**src/csfu_pkg.sv**
```systemverilog
// shared constants, types and encodings for the cpu status flag unit
package csfu_pkg;
    // status byte layout
    localparam int unsigned CSFU_W = 8;
    localparam int unsigned CSFU_C = 0;
    localparam int unsigned CSFU_Z = 1;
    localparam int unsigned CSFU_I = 2;
    localparam int unsigned CSFU_D = 3;
    localparam int unsigned CSFU_B = 4;
    localparam int unsigned CSFU_T = 5;
    localparam int unsigned CSFU_V = 6;
    localparam int unsigned CSFU_N = 7;
    localparam logic [7:0]  CSFU_STATUS_RST = 8'h04;
    localparam logic [7:0]  CSFU_B_MASK     = 8'h10;
    localparam logic [7:0]  CSFU_ZERO8      = 8'h00;

    // decimal correction
    localparam logic [4:0]  CSFU_BCD_MAX = 5'h09;
    localparam logic [3:0]  CSFU_BCD_ADD = 4'h6;
    localparam logic [3:0]  CSFU_BCD_SUB = 4'hA;
    localparam logic [3:0]  CSFU_NIB0    = 4'h0;

    // apb map
    localparam int unsigned CSFU_AW         = 12;
    localparam logic [11:0] CSFU_OFF_STATUS = 12'h000;
    localparam logic [11:0] CSFU_OFF_PUSH   = 12'h004;

    typedef enum logic [4:0] {
        CSFU_OP_NOP                  = 5'h00,
        CSFU_OP_ADC                  = 5'h01,
        CSFU_OP_SUBTRACT_WITH_BORROW = 5'h02,
        CSFU_OP_LOAD                 = 5'h03,
        CSFU_OP_SHIFT                = 5'h04,
        CSFU_OP_BIT                  = 5'h05,
        CSFU_OP_CARRY_SET            = 5'h06,
        CSFU_OP_CARRY_CLEAR          = 5'h07,
        CSFU_OP_IRQ_MASK_SET         = 5'h08,
        CSFU_OP_IRQ_MASK_CLEAR       = 5'h09,
        CSFU_OP_DECIMAL_ON           = 5'h0A,
        CSFU_OP_DECIMAL_OFF          = 5'h0B,
        CSFU_OP_INDEX_MODE_ON        = 5'h0C,
        CSFU_OP_INDEX_MODE_OFF       = 5'h0D,
        CSFU_OP_OVERFLOW_CLEAR       = 5'h0E,
        CSFU_OP_PULL                 = 5'h0F,
        CSFU_OP_SOFTWARE_BREAK       = 5'h10
    } csfu_op_e;

    typedef enum logic [1:0] {
        CSFU_BR_C = 2'h0,
        CSFU_BR_Z = 2'h1,
        CSFU_BR_V = 2'h2,
        CSFU_BR_N = 2'h3
    } csfu_br_e;

    typedef enum logic [2:0] {
        CSFU_IDLE  = 3'b001,
        CSFU_PUSH  = 3'b010,
        CSFU_ENTER = 3'b100
    } csfu_st_e;

    // one core request per cycle
    typedef struct packed {
        csfu_op_e   op;
        logic [7:0] a;
        logic [7:0] b;
        logic       sh_c;
    } csfu_req_s;

    typedef struct packed {
        logic        psel;
        logic        penable;
        logic        pwrite;
        logic [11:0] paddr;
        logic [31:0] pwdata;
    } csfu_apb_s;
endpackage

```
**src/csfu_alu.sv**
```systemverilog
// binary and decimal add/subtract with carry and overflow
`timescale 1ns/10ps
module csfu_alu (
    input  wire logic       sub,
    input  wire logic       dec,
    input  wire logic [7:0] a,
    input  wire logic [7:0] b,
    input  wire logic       cin,
    output logic [7:0]      res,
    output logic            cout,
    output logic            ovf
);
    logic [7:0] bx;
    logic [8:0] bin;
    logic [4:0] lo_s;
    logic [4:0] hi_s;
    logic       lo_c;
    logic       hi_c;
    logic       lo_fix;
    logic       hi_fix;
    logic [3:0] adj;
    logic [3:0] lo_r;
    logic [3:0] hi_r;

    // subtract is add of the complement, carry set means no borrow
    assign bx  = sub ? ~b : b;
    assign bin = {1'b0, a} + {1'b0, bx} + {8'h00, cin};
    assign ovf = (a[7] == bx[7]) && (bin[7] != a[7]);

    // nibble sums for decimal correction
    assign lo_s = {1'b0, a[3:0]} + {1'b0, bx[3:0]} + {4'h0, cin};
    assign lo_c = sub ? lo_s[4] : (lo_s > csfu_pkg::CSFU_BCD_MAX);
    assign hi_s = {1'b0, a[7:4]} + {1'b0, bx[7:4]} + {4'h0, lo_c};
    assign hi_c = sub ? hi_s[4] : (hi_s > csfu_pkg::CSFU_BCD_MAX);

    // add corrects on carry, subtract corrects on borrow
    assign lo_fix = sub ? !lo_c : lo_c;
    assign hi_fix = sub ? !hi_c : hi_c;
    assign adj    = sub ? csfu_pkg::CSFU_BCD_SUB : csfu_pkg::CSFU_BCD_ADD;
    assign lo_r   = lo_s[3:0] + (lo_fix ? adj : csfu_pkg::CSFU_NIB0);
    assign hi_r   = hi_s[3:0] + (hi_fix ? adj : csfu_pkg::CSFU_NIB0);

    // overflow stays binary in decimal mode, it carries no meaning there
    assign res  = dec ? {hi_r, lo_r} : bin[7:0];
    assign cout = dec ? hi_c : bin[8];
endmodule

```
**src/csfu_flag_bit.sv**
```systemverilog
// one status flag flip-flop with load, set and clear
`timescale 1ns/10ps
module csfu_flag_bit #(
    parameter logic RST_VAL = 1'b0
) (
    input  wire logic clk,
    input  wire logic nrst,
    input  wire logic ld,
    input  wire logic d,
    input  wire logic set,
    input  wire logic clr,
    output logic      q
);
    logic q_r;
    logic q_nxt;

    // full load beats set, set beats clear
    assign q_nxt = ld ? d : (set ? 1'b1 : (clr ? 1'b0 : q_r));
    assign q     = q_r;

    // flag storage
    always_ff @(posedge clk or negedge nrst) begin
        if (!nrst) begin
            q_r <= RST_VAL;
        end else begin
            q_r <= q_nxt;
        end
    end
endmodule

```
**src/csfu_top.sv**
```systemverilog
// cpu status flag unit: flags, interrupt gating and apb access
// How it works
// - eight-bit status: four result, three control flags, one break
// - branches test carry, zero, overflow, negative
// - zero/overflow/negative unreliable in decimal mode
// - carry from arithmetic, shifts and rotates
// - zero set on zero result, else cleared
// - mask blocks all but software break
// - decimal flag selects bcd corrected arithmetic
// - only add/subtract with carry use decimal
// - break bit reads zero in live register
// - break entry pushes status with break set
// - index mode enables memory-to-memory operations
// - overflow on signed byte range exceed
// - bit test copies operand bit 6 to overflow
// - negative follows result most significant bit
// - bit test copies operand bit 7 to negative
// - dedicated set/clear ops per allowed flag
// - irq taken when request, enable, mask clear
// - entry pushes, sets mask, clears request
`timescale 1ns/10ps
module csfu_top #(
    parameter int unsigned NSRC = 14
) (
    input  wire logic                clk,
    input  wire logic                nrst,
    input  csfu_pkg::csfu_apb_s      apb_req,
    output logic [31:0]              prdata,
    output logic                     pready,
    output logic                     pslverr,
    input  csfu_pkg::csfu_req_s      core_req,
    input  csfu_pkg::csfu_br_e       br_sel,
    input  wire logic                br_val,
    input  wire logic [NSRC-1:0]     irq_req,
    input  wire logic [NSRC-1:0]     irq_en,
    output logic [7:0]               processor_status,
    output logic [7:0]               result,
    output logic                     decimal_mode,
    output logic                     index_mode,
    output logic                     br_taken,
    output logic                     busy,
    output logic                     irq_ack,
    output logic [NSRC-1:0]          irq_clr,
    output logic                     push_valid,
    output logic [7:0]               push_byte
);
    ////////////////////////////////////////////////////////////////
    logic [7:0]      flag_q;
    logic [7:0]      ld_v;
    logic [7:0]      d_v;
    logic [7:0]      set_v;
    logic [7:0]      clr_v;
    logic [7:0]      ld_src;
    logic [7:0]      res_zn;
    logic [7:0]      alu_res;
    logic            alu_c;
    logic            alu_v;
    logic            is_adc;
    logic            is_sub_borrow;
    logic            is_arith;
    logic            is_load;
    logic            is_shift;
    logic            is_bit;
    logic            is_pull;
    logic            is_swbrk;
    logic            apb_acc;
    logic            hit_status;
    logic            hit_push;
    logic            apb_wr;
    logic            ld_all;
    logic [NSRC-1:0] pend_raw;
    logic [NSRC-1:0] pend;
    logic [NSRC-1:0] pick;
    logic            go_irq;
    logic            go_swbrk;
    csfu_pkg::csfu_st_e st_r;
    csfu_pkg::csfu_st_e st_nxt;
    logic [NSRC-1:0] irq_clr_r;
    logic [NSRC-1:0] irq_clr_nxt;
    logic            push_valid_r;
    logic [7:0]      push_byte_r;
    logic [7:0]      push_byte_nxt;
    logic [7:0]      result_r;
    logic [31:0]     prdata_r;
    logic [31:0]     prdata_nxt;

    ////////////////////////////////////////////////////////////////
    // op decode
    assign is_adc   = core_req.op == csfu_pkg::CSFU_OP_ADC;
    assign is_sub_borrow = core_req.op == csfu_pkg::CSFU_OP_SUBTRACT_WITH_BORROW;
    assign is_arith = is_adc | is_sub_borrow;
    assign is_load  = core_req.op == csfu_pkg::CSFU_OP_LOAD;
    assign is_shift = core_req.op == csfu_pkg::CSFU_OP_SHIFT;
    assign is_bit   = core_req.op == csfu_pkg::CSFU_OP_BIT;
    assign is_pull  = core_req.op == csfu_pkg::CSFU_OP_PULL;
    assign is_swbrk = core_req.op == csfu_pkg::CSFU_OP_SOFTWARE_BREAK;

    // decimal flag only reaches the adder, so other ops ignore it
    csfu_alu u_alu (
        .sub  (is_sub_borrow),
        .dec  (flag_q[csfu_pkg::CSFU_D]),
        .a    (core_req.a),
        .b    (core_req.b),
        .cin  (flag_q[csfu_pkg::CSFU_C]),
        .res  (alu_res),
        .cout (alu_c),
        .ovf  (alu_v)
    );

    ////////////////////////////////////////////////////////////////
    // apb decode, zero wait states
    assign apb_acc  = apb_req.psel & apb_req.penable;
    assign hit_status = apb_req.paddr == csfu_pkg::CSFU_OFF_STATUS;
    assign hit_push = apb_req.paddr == csfu_pkg::CSFU_OFF_PUSH;
    assign apb_wr   = apb_acc & apb_req.pwrite & hit_status;
    assign pready   = 1'b1;
    assign pslverr  = apb_acc & ~(hit_status | (hit_push & ~apb_req.pwrite));
    assign prdata   = prdata_r;
    assign prdata_nxt = hit_status ? {24'h00_0000, flag_q}
                      : (hit_push ? {24'h00_0000, push_byte_r} : 32'h0000_0000);

    // read data captured in the setup phase
    always_ff @(posedge clk or negedge nrst) begin
        if (!nrst) begin
            prdata_r <= 32'h0000_0000;
        end else if (apb_req.psel & ~apb_req.penable & ~apb_req.pwrite) begin
            prdata_r <= prdata_nxt;
        end
    end

    ////////////////////////////////////////////////////////////////
    // full loads: software write wins over a stack pull in the same cycle
    assign ld_all = apb_wr | is_pull;
    assign ld_src = apb_wr ? apb_req.pwdata[7:0] : core_req.b;
    assign res_zn = is_arith ? alu_res : core_req.a;

    // carry
    assign ld_v[csfu_pkg::CSFU_C]  = ld_all | is_arith | is_shift;
    assign d_v[csfu_pkg::CSFU_C]   = ld_all ? ld_src[csfu_pkg::CSFU_C]
                                   : (is_arith ? alu_c : core_req.sh_c);
    assign set_v[csfu_pkg::CSFU_C] = core_req.op == csfu_pkg::CSFU_OP_CARRY_SET;
    assign clr_v[csfu_pkg::CSFU_C] = core_req.op == csfu_pkg::CSFU_OP_CARRY_CLEAR;

    // zero, from the decimal-corrected result in decimal mode
    assign ld_v[csfu_pkg::CSFU_Z]  = ld_all | is_arith | is_load | is_shift | is_bit;
    assign d_v[csfu_pkg::CSFU_Z]   = ld_all ? ld_src[csfu_pkg::CSFU_Z]
                                   : (is_bit ? ((core_req.a & core_req.b) == csfu_pkg::CSFU_ZERO8)
                                   : (res_zn == csfu_pkg::CSFU_ZERO8));
    assign set_v[csfu_pkg::CSFU_Z] = 1'b0;
    assign clr_v[csfu_pkg::CSFU_Z] = 1'b0;

    // interrupt mask, also raised on every entry
    assign ld_v[csfu_pkg::CSFU_I]  = ld_all;
    assign d_v[csfu_pkg::CSFU_I]   = ld_src[csfu_pkg::CSFU_I];
    assign set_v[csfu_pkg::CSFU_I] = (core_req.op == csfu_pkg::CSFU_OP_IRQ_MASK_SET)
                                   | (st_r == csfu_pkg::CSFU_PUSH);
    assign clr_v[csfu_pkg::CSFU_I] = core_req.op == csfu_pkg::CSFU_OP_IRQ_MASK_CLEAR;

    // decimal
    assign ld_v[csfu_pkg::CSFU_D]  = ld_all;
    assign d_v[csfu_pkg::CSFU_D]   = ld_src[csfu_pkg::CSFU_D];
    assign set_v[csfu_pkg::CSFU_D] = core_req.op == csfu_pkg::CSFU_OP_DECIMAL_ON;
    assign clr_v[csfu_pkg::CSFU_D] = core_req.op == csfu_pkg::CSFU_OP_DECIMAL_OFF;

    // break has no storage
    assign ld_v[csfu_pkg::CSFU_B]  = 1'b0;
    assign d_v[csfu_pkg::CSFU_B]   = 1'b0;
    assign set_v[csfu_pkg::CSFU_B] = 1'b0;
    assign clr_v[csfu_pkg::CSFU_B] = 1'b0;

    // index mode
    assign ld_v[csfu_pkg::CSFU_T]  = ld_all;
    assign d_v[csfu_pkg::CSFU_T]   = ld_src[csfu_pkg::CSFU_T];
    assign set_v[csfu_pkg::CSFU_T] = core_req.op == csfu_pkg::CSFU_OP_INDEX_MODE_ON;
    assign clr_v[csfu_pkg::CSFU_T] = core_req.op == csfu_pkg::CSFU_OP_INDEX_MODE_OFF;

    // overflow, clear only
    assign ld_v[csfu_pkg::CSFU_V]  = ld_all | is_arith | is_bit;
    assign d_v[csfu_pkg::CSFU_V]   = ld_all ? ld_src[csfu_pkg::CSFU_V]
                                   : (is_bit ? core_req.b[csfu_pkg::CSFU_V] : alu_v);
    assign set_v[csfu_pkg::CSFU_V] = 1'b0;
    assign clr_v[csfu_pkg::CSFU_V] = core_req.op == csfu_pkg::CSFU_OP_OVERFLOW_CLEAR;

    // negative
    assign ld_v[csfu_pkg::CSFU_N]  = ld_all | is_arith | is_load | is_shift | is_bit;
    assign d_v[csfu_pkg::CSFU_N]   = ld_all ? ld_src[csfu_pkg::CSFU_N]
                                   : (is_bit ? core_req.b[csfu_pkg::CSFU_N]
                                   : res_zn[csfu_pkg::CSFU_N]);
    assign set_v[csfu_pkg::CSFU_N] = 1'b0;
    assign clr_v[csfu_pkg::CSFU_N] = 1'b0;

    ////////////////////////////////////////////////////////////////
    // seven stored flags, break position is a constant zero
    for (genvar gi = 0; gi < csfu_pkg::CSFU_W; gi++) begin : g_flag
        if (gi == csfu_pkg::CSFU_B) begin : g_break
            assign flag_q[gi] = 1'b0;
        end else begin : g_ff
            csfu_flag_bit #(
                .RST_VAL (csfu_pkg::CSFU_STATUS_RST[gi])
            ) u_bit (
                .clk  (clk),
                .nrst (nrst),
                .ld   (ld_v[gi]),
                .d    (d_v[gi]),
                .set  (set_v[gi]),
                .clr  (clr_v[gi]),
                .q    (flag_q[gi])
            );
        end
    end

    // status views for the datapath and the branch unit
    assign processor_status = flag_q;
    assign decimal_mode     = flag_q[csfu_pkg::CSFU_D];
    assign index_mode       = flag_q[csfu_pkg::CSFU_T];
    assign br_taken = (br_sel == csfu_pkg::CSFU_BR_C) ? (flag_q[csfu_pkg::CSFU_C] == br_val)
                    : (br_sel == csfu_pkg::CSFU_BR_Z) ? (flag_q[csfu_pkg::CSFU_Z] == br_val)
                    : (br_sel == csfu_pkg::CSFU_BR_V) ? (flag_q[csfu_pkg::CSFU_V] == br_val)
                    : (flag_q[csfu_pkg::CSFU_N] == br_val);

    // arithmetic result register
    always_ff @(posedge clk or negedge nrst) begin
        if (!nrst) begin
            result_r <= 8'h00;
        end else if (is_arith) begin
            result_r <= alu_res;
        end
    end
    assign result = result_r;

    ////////////////////////////////////////////////////////////////
    // interrupt entry: lowest index wins; break ignores the mask
    assign pend_raw = irq_req & irq_en;
    assign pend     = flag_q[csfu_pkg::CSFU_I] ? '0 : pend_raw;
    assign pick     = pend & (~pend + {{(NSRC-1){1'b0}}, 1'b1});
    assign go_swbrk = (st_r == csfu_pkg::CSFU_IDLE) & is_swbrk;
    assign go_irq   = (st_r == csfu_pkg::CSFU_IDLE) & ~is_swbrk & (|pend);

    // push byte carries break set only for the software break
    assign push_byte_nxt = go_swbrk ? (flag_q | csfu_pkg::CSFU_B_MASK) : flag_q;
    assign irq_clr_nxt   = (st_r == csfu_pkg::CSFU_IDLE) & go_irq ? pick : irq_clr_r;

    // next state
    always_comb begin
        st_nxt = st_r;
        case (st_r)
            csfu_pkg::CSFU_IDLE: begin
                if (go_swbrk | go_irq) begin
                    st_nxt = csfu_pkg::CSFU_PUSH;
                end
            end
            csfu_pkg::CSFU_PUSH: begin
                st_nxt = csfu_pkg::CSFU_ENTER;
            end
            csfu_pkg::CSFU_ENTER: begin
                st_nxt = csfu_pkg::CSFU_IDLE;
            end
            default: begin
                st_nxt = csfu_pkg::CSFU_IDLE;
            end
        endcase
    end

    // state and push register
    always_ff @(posedge clk or negedge nrst) begin
        if (!nrst) begin
            st_r         <= csfu_pkg::CSFU_IDLE;
            push_valid_r <= 1'b0;
            push_byte_r  <= 8'h00;
        end else begin
            st_r         <= st_nxt;
            push_valid_r <= go_swbrk | go_irq;
            push_byte_r  <= (go_swbrk | go_irq) ? push_byte_nxt : push_byte_r;
        end
    end

    // serviced request clear, one cycle in the enter state
    always_ff @(posedge clk or negedge nrst) begin
        if (!nrst) begin
            irq_clr_r <= '0;
        end else begin
            irq_clr_r <= (st_r == csfu_pkg::CSFU_PUSH) ? irq_clr_r : (go_irq ? irq_clr_nxt : '0);
        end
    end

    assign irq_clr    = (st_r == csfu_pkg::CSFU_ENTER) ? irq_clr_r : '0;
    assign irq_ack    = st_r == csfu_pkg::CSFU_ENTER;
    assign busy       = st_r != csfu_pkg::CSFU_IDLE;
    assign push_valid = push_valid_r;
    assign push_byte  = push_byte_r;

    logic [8:0] chk_sum;
    logic [7:0] chk_a;
    logic       chk_b6;
    logic       chk_bcd;
    logic       chk_plain;
    assign chk_sum   = {1'b0, core_req.a} + {1'b0, core_req.b} + {8'h00, flag_q[csfu_pkg::CSFU_C]};
    assign chk_a     = core_req.a;
    assign chk_b6    = core_req.b[6];
    assign chk_bcd   = (core_req.a[3:0] < 4'hA) && (core_req.a[7:4] < 4'hA)
                    && (core_req.b[3:0] < 4'hA) && (core_req.b[7:4] < 4'hA);
    assign chk_plain = ~apb_wr & (st_r == csfu_pkg::CSFU_IDLE);
endmodule
```
**config.mk**
```make
export PLATFORM = sky130hd
export DESIGN_NAME = csfu_top
export DESIGN_NICKNAME = d
export VERILOG_FILES = /design/src/csfu_pkg.sv /design/src/csfu_alu.sv /design/src/csfu_flag_bit.sv /design/src/csfu_top.sv
export SDC_FILE = /design/constraint.sdc
export NUM_CORES = 1
export LEC_CHECK = 0
export BUFFER_PORTS_ARGS = -buffer_cell sky130_fd_sc_hd__buf_2
export CAP_MARGIN = 20
export CORE_MARGIN = 10
export CORE_UTILIZATION = 44
export CTS_BUF_LIST = sky130_fd_sc_hd__clkbuf_8
export DETAILED_ROUTE_END_ITERATION = 6
export PLACE_DENSITY = 0.79
export RECOVER_POWER = 100
export SLEW_MARGIN = 15
export SYNTH_ARGS = -nofsm -noshare
export SYNTH_HDL_FRONTEND = slang
export SYNTH_HIERARCHICAL = 1
export SYNTH_SLANG_ARGS = --single-unit
```
**constraint.sdc**
```tcl
create_clock -name clk -period 5.15 [get_ports clk]
set_clock_uncertainty 0.05 [all_clocks]
set_input_delay 0.2575 -clock clk [delete_from_list [all_inputs] [get_ports clk]]
set_output_delay 0.2575 -clock clk [all_outputs]
set_load 0.005 [all_outputs]
```
==> metrics.md, run 1 <==
| Metric | Value |
|---|---|
| Status | finished with violations |
| Failing checks | max-capacitance violations, max-slew violations, negative setup slack |
| CP max FO | 4 |
| CP Class | primary input to flip-flop |
| Power Total | 1549 uW |
| H-tree Lvls | 2 |
| Global placement routability congestion | 0.8946 |
| Cell mode on critical path | fa_2 |
| Lkg Pwr | 0.002350 uW |
| Final setup fails | 1 |
| Post-Syn Area per Cell | 9.070 sq um |
| Area after DPL | 4773 sq um |
| Largest area contributor in the netlist | dfrtp_1 |
| Fin Hold WS | 178.8 ps |
| Iter 0 DRT Violations | 267 |
| Fill cell count | 774 |
| Final slew viol count | 68 |
| Number of detailed-route iterations in the first pass | 5 |
| Post-synth ARST share | 100.0% |
| Via/cell ratio | 5.278 |
| R2R Setup Slk | -630 ps |
| EDFF count, synth | 0 |
| First-pass GRT wire length | 18,540 microns |
| Hold_sp | irq_en[7] |
| # rows | 33 |
| Average routed wire per standard cell | 16.89 microns |
| Crit-path max cell delay | 500 ps |
| Final wirelength | 11,670 microns |
| Yosys reg bits | 49 |
| Yosys warnings | 6 |
| Clock Path Buffers | 2 |
| Slew @ Worst Pin | 2611 ps |
| Fin area | 4913 sq um |
| Cell Area, Synth | 3791 sq um |
| Horiz. Die Dim | 112.8 microns |
| Slew headroom | -74.05% |
| R2R cell count | 26 |
| Initial Util | 45.68% |
| Worst EP arrival | 6170 ps |
| Largest net degree at the start of global routing | 50 |
| Via total after detailed routing | 3,647 |
| Hold path depth | 3 |
| Unique masters post-synth | 64 |
| Final Hold Fails | 0 |
| Slowest-stage cell, CP | fa_2 |
| Worst skew pair latency | 300 ps |
| Worst min path class | primary input to flip-flop |
| Worst setup SP type | primary input |
| WHS Endpoint | irq_clr_r[7]$_DFFE_PN0P_ |
| P per Cell Area | 315.3 nW/um^2 |
| Die H | 112.8 microns |
| Fin crit share | 116.2% |
| CP endpoint kind | flip-flop |
| Top Ports | 180 |
| CTS clk-pin slew, worst paths | 90 ps |
| Core ar. | 8299 sq um |
| Global route overflow | 0 |
| Initial antenna violation count | 0 |
| Die footprint | 12,730 sq um |
| WP data required | 5330 ps |
| Post-route ant nets | 0 |
| Layout Nets | 704 |
| Seq/Total Area, Yosys | 32.41% |
| Antenna diodes | 0 |
| CTS root buf | clkbuf_8 |
| Setup TNS | -835.3 ps |
| # Max-Cap Violations | 2 |
| Clock net sink count | 49 |
| Reg-to-reg endpoint | g_flag[1].g_ff.u_bit/q$_DFFE_PN0P_ |
| Tmin final | 5985 ps |
| Vias in the first global route | 3,748 |
| Final setup margin | -835.3 ps |
| Area growth syn-to-layout | 29.60% |
| Layout cells sized above 1 | 35.67% |
| Worst IR drop on VDD | 0.1493 mV |
| Reg-to-reg startpoint | g_flag[0].g_ff.u_bit/q$_DFFE_PN0P_ |
| Synth area leaders | dfrtp_1, mux2_2, buf_4 |
| CTS Buf Count | 5 |
| Dpl hpwl | 9712 microns |
| Yosys top cell area share | 31.02% |
| Fmax | 0.1671 GHz |
| Top FF cell, synth | dfrtp_1 |
| GRT Util Overall | 17.25% |
| DRC viols | 0 |
| RSZ-0062 raised after global routing | true |
| TritonCTS clock tree | yes |
| Core Util, Final | 59.20% |
| Cell count after synthesis | 418 |
| Port-buffer cells | 128 |
## final cells by class
cell class	instances	area, sq um	area share, %
Clock inverter	2	11.26	0.2292
Timing Repair Buffer	175	962.2	19.58
Multi-Input combinational cell	337	2434	49.53
Clock buffer	6	82.58	1.681
Sequential cell	49	1229	25.01
Tap cell	105	131.4	2.674
Inverter	17	63.81	1.299
## worst max-delay path, delay by kind of cell
kind | cells | cell delay, ps
simple gates | 6 | 1220
mux | 1 | 200
fa+ha+maj | 7 | 2120
compound gates | 10 | 1820
buf+inv | 4 | 250
xor+xnor | 2 | 290
## registers in the layout, indices dropped and copies added (netlist names)
name,cells
irq_clr_r,14
prdata,8
push_byte,8
result,8
g_flag.g_ff.u_bit/q,7
st_r,3
push_valid,1
## cells by family (layout without fill, tap and decap cells)
family | count (synthesis) | after routing | synth area share [%]
and+or+nand+nor | 143 | 143 | 20.96
DFF | 49 | 49 | 32.41
buffers and inverters | 61 | 200 | 9.274
xor gates and xnor gates | 21 | 21 | 5.413
other | 2 | 31 | 0.1981
AOI/OAI and AO/OA | 97 | 97 | 16.27
adders and majority gates | 17 | 17 | 6.799
muxes | 28 | 28 | 8.680
## per-stage QoR
stage               std cells  setup WS [ps]
global route              691          -1066
floorplan                 447         -989.8
global placement          677          -1117
CTS                       686         -860.1
detailed placement        677          -1414
finish                    691         -835.3
## synthesized netlist by cell type (all sizes together) (2+ instances only)
cell / n
nand3: 7
nand4: 3
a22oi: 15
a211oi: 3
dfstp: 2
nor3: 6
dfrtp: 47
o31ai: 3
nor4: 5
xor2: 15
nor2: 33
mux2: 23
a21o: 4
nand2: 32
and2: 14
or2: 4
a22o: 2
a21oi: 31
conb: 2
buf: 33
nor2b: 9
nor3b: 6
mux2i: 4
nand2b: 11
a311o: 2
or3b: 2
a31oi: 2
o21ai: 23
nand3b: 2
fa: 6
or4: 6
a41oi: 2
ha: 11
inv: 17
xnor2: 5
clkbuf: 11
## power breakdown
part | internal, uW | total (uW) | switching (uW)
logic | 362 | 733 | 371
clock network | 107 | 234 | 127
registers | 492 | 582 | 90.0
## layout by cell type (no fill, tap or decap), types with 12 or more instances in the layout
cell	n
mux2_2	19
o21ai_0	20
xor2_1	12
dfrtp_1	47
a21oi_1	28
and2_1	14
buf_2	95
inv_1	15
nand2_1	31
a22oi_1	15
nor2_1	33
conb_1	31
buf_4	44
clkbuf_1	33
## routing by layer
layer	up-vias	track usage (%)	part of all wire [%]	routed length (microns)
li1	1744	-	-	-
met2	153	30.61	50	5888
met5	-	0	0	0
met1	1736	20.20	40	4662
met4	0	3.807	1.3	146
met3	14	4.702	8.4	977
## worst max path at each step
stage / startpoint / to / slack [ps] / cells after the start
2_1_floorplan: core_req[19] / g_flag[1].g_ff.u_bit/q$_DFFE_PN0P_ / -990 / 31
3_3_place_gp: core_req[19] / g_flag[1].g_ff.u_bit/q$_DFFE_PN0P_ / -1120 / 30
3_5_place_dp: core_req[19] / g_flag[1].g_ff.u_bit/q$_DFFE_PN0P_ / -1410 / 30
4_1_cts: core_req[19] / g_flag[1].g_ff.u_bit/q$_DFFE_PN0P_ / -860 / 30
5_1_grt: core_req[19] / g_flag[1].g_ff.u_bit/q$_DFFE_PN0P_ / -1070 / 31
6_report: core_req[19] / g_flag[1].g_ff.u_bit/q$_DFFE_PN0P_ / -840 / 30
## repair_timing
action                                  in CTS  in global routing
resized for setup                            7                  3
hold endpoints to repair                     0                 47
pin swaps                                    2                  1
hold buffers                                 0                  1
buffers inserted                             1                  4
endpoints found under the setup margin       2                  3
(Power assumes the default switching activity.)
==> run 2: changes to the inputs <==
Settings changed: CELL_PAD_IN_SITES_DETAIL_PLACEMENT from default to 0, CELL_PAD_IN_SITES_GLOBAL_PLACEMENT from default to 1, CORE_MARGIN 10 to default, CORE_UTILIZATION 44 to 31, PLACE_DENSITY 0.79 to default, PLACE_DENSITY_LB_ADDON from default to 0.1.
==> metrics.md, run 2 (synthesis gave the netlist of run 1 again) <==
| Metric | Value |
|---|---|
| TritonCTS clock tree | yes |
| Final setup fails | 2 |
| CTS root buf | clkbuf_8 |
| Wire length on met2 | 5128 microns |
| Worst setup SP type | primary input |
| Layout cells sized above 1 | 40.20% |
| Most flops, register | irq_clr_r |
| Reg-to-reg startpoint | g_flag[0].g_ff.u_bit/q$_DFFE_PN0P_ |
| Status | finished with violations |
| Final setup margin | -796.2 ps |
| P per Cell Area | 321.3 nW/um^2 |
| Worst EP arrival | 6130 ps |
| Clock net sink count | 49 |
| Tmin final | 5946 ps |
| Initial Util | 31.69% |
| Global placement routability congestion | 0.8558 |
| Slew @ Worst Pin | 2693 ps |
| Iter 0 DRT Violations | 133 |
| Failing checks | max-capacitance violations, max-slew violations, negative setup slack |
| Die footprint | 12,680 sq um |
| Net Sw Frac | 36.38% |
| R2R Setup Slk | -590 ps |
| Clock power share | 18.1% |
| # rows | 40 |
| Core ar. | 11,960 sq um |
| CP max FO | 3 |
| GRT Util Overall | 17.02% |
| Global route overflow | 0 |
| Top Ports | 180 |
| Horiz. Die Dim | 112.6 microns |
| CP Class | primary input to flip-flop |
| Max FFs per register | 14 |
| Reg-to-reg endpoint | g_flag[1].g_ff.u_bit/q$_DFFE_PN0P_ |
| Final Hold Fails | 0 |
| R2R cell count | 27 |
| Post-route ant nets | 0 |
| P_sw | 590.5 uW |
| Final wirelength | 10,690 microns |
| Die H | 112.6 microns |
| Internal | 1033 uW |
| Post-placement setup slack | -1300 ps |
| Worst IR drop on VDD | 0.1578 mV |
| # Max-Cap Violations | 1 |
| Average routed wire per standard cell | 14.56 microns |
| Dpl hpwl | 8618 microns |
| Layout Nets | 705 |
| Seq pwr share | 35.8% |
| Slowest-stage cell, CP | fa_2 |
| Slew headroom | -79.55% |
| First-pass GRT wire length | 17,060 microns |
| Number of detailed-route iterations in the first pass | 4 |
| Lkg Pwr | 0.002439 uW |
| Via/cell ratio | 4.899 |
| H-tree Lvls | 2 |
| Vias in the first global route | 3,403 |
| Port-buffer cells | 128 |
| Met1 WL | 5010 microns |
| Crit-path max cell delay | 510 ps |
| Antenna diodes | 0 |
| WP data required | 5330 ps |
| Commonest non-fill, non-tap cells in the layout | buf_2, dfrtp_1, buf_4, nor2_1 |
| Final slew viol count | 50 |
| DRC viols | 0 |
| CP Launch Point | core_req[19] |
| Fill cell count | 1,235 |
| Uppermost layer routed | met4 |
| Via total after detailed routing | 3,596 |
| Hold buffer count at cts | 0 |
| Fmax | 0.1682 GHz |
| Hold path depth | 3 |
| Clock Path Buffers | 2 |
| Initial antenna violation count | 0 |
| Area growth syn-to-layout | 33.23% |
| Logic gate share of total power | 46.1% |
| WHS Endpoint | irq_clr_r[5]$_DFFE_PN0P_ |
| CP endpoint kind | flip-flop |
| Met3 wire length | 439 microns |
| Largest net degree at the start of global routing | 50 |
| Commonest non-fill, non-tap cell in the layout | buf_2 |
| Core Util, Final | 42.23% |
| Worst min path class | primary input to flip-flop |
| Cell mode on critical path | fa_2 |
| Hold_sp | irq_en[5] |
| Worst skew pair latency | 300 ps |
| Setup TNS | -903.5 ps |
| CTS Buf Count | 5 |
| CTS clk-pin slew, worst paths | 100 ps |
| RSZ-0062 raised after global routing | true |
| Fin crit share | 115.5% |
## run 2: through the flow
stage | hold slack [ps] | area (sq um) | power [uW] | cells
after floorplan | -88.09 | 4005 | 1010 | 447
after global placement | 366.7 | 4846 | 1298 | 720
after detailed placement | 364.7 | 4846 | 1313 | 720
after CTS | 23.29 | 5006 | 1627 | 729
after global routing | 165.0 | 5051 | 1758 | 734
final | 159.7 | 5051 | 1623 | 734
## run 2: worst max-delay path, delay by kind of cell
family / cells / cell delay [ps]
compound gates: 9 / 1450
mux: 1 / 170
buf+inv: 5 / 370
fa+ha+maj: 7 / 2150
xor+xnor: 3 / 540
simple gates: 6 / 1160
## run 2: area by class of cell
type | instances | area [sq um] | area share [%]
Inverter | 17 | 63.81 | 1.263
Sequential cell | 49 | 1229 | 24.33
Clock inverter | 2 | 37.54 | 0.7431
Clock buffer | 6 | 82.58 | 1.635
Tap cell | 147 | 183.9 | 3.641
Timing Repair Buffer | 176 | 1001 | 19.82
Multi-Input combinational cell | 337 | 2454 | 48.58
## run 2: repair_timing
action,4_1_cts,5_1_grt
buffers inserted,1,5
setup endpoints to repair,3,3
gates resized for setup,7,6
pin swaps,3,1
## run 2: per-layer routing
layer	vias to the layer above	global-route usage (%)
li1	1750	-
met3	10	1.944
met5	-	0
met2	118	28.60
met4	0	4.622
met1	1718	23.13
## run 2: worst max path at each step
stage | cells past startpoint | slack, ps | to
2_1_floorplan | 31 | -990 | g_flag[1].g_ff.u_bit/q$_DFFE_PN0P_
3_3_place_gp | 30 | -1140 | g_flag[1].g_ff.u_bit/q$_DFFE_PN0P_
3_5_place_dp | 29 | -1300 | g_flag[1].g_ff.u_bit/q$_DFFE_PN0P_
4_1_cts | 29 | -810 | g_flag[1].g_ff.u_bit/q$_DFFE_PN0P_
5_1_grt | 31 | -1090 | g_flag[1].g_ff.u_bit/q$_DFFE_PN0P_
6_report | 31 | -800 | g_flag[1].g_ff.u_bit/q$_DFFE_PN0P_
## run 2: power groups by stage
stage	Clock (uW)	Combinational, uW	Sequential, uW
after detailed placement	0	721	592
after global placement	0	712	587
after global routing	323	835	600
after floorplan	0	442	569
final	294	748	581
after CTS	307	736	583
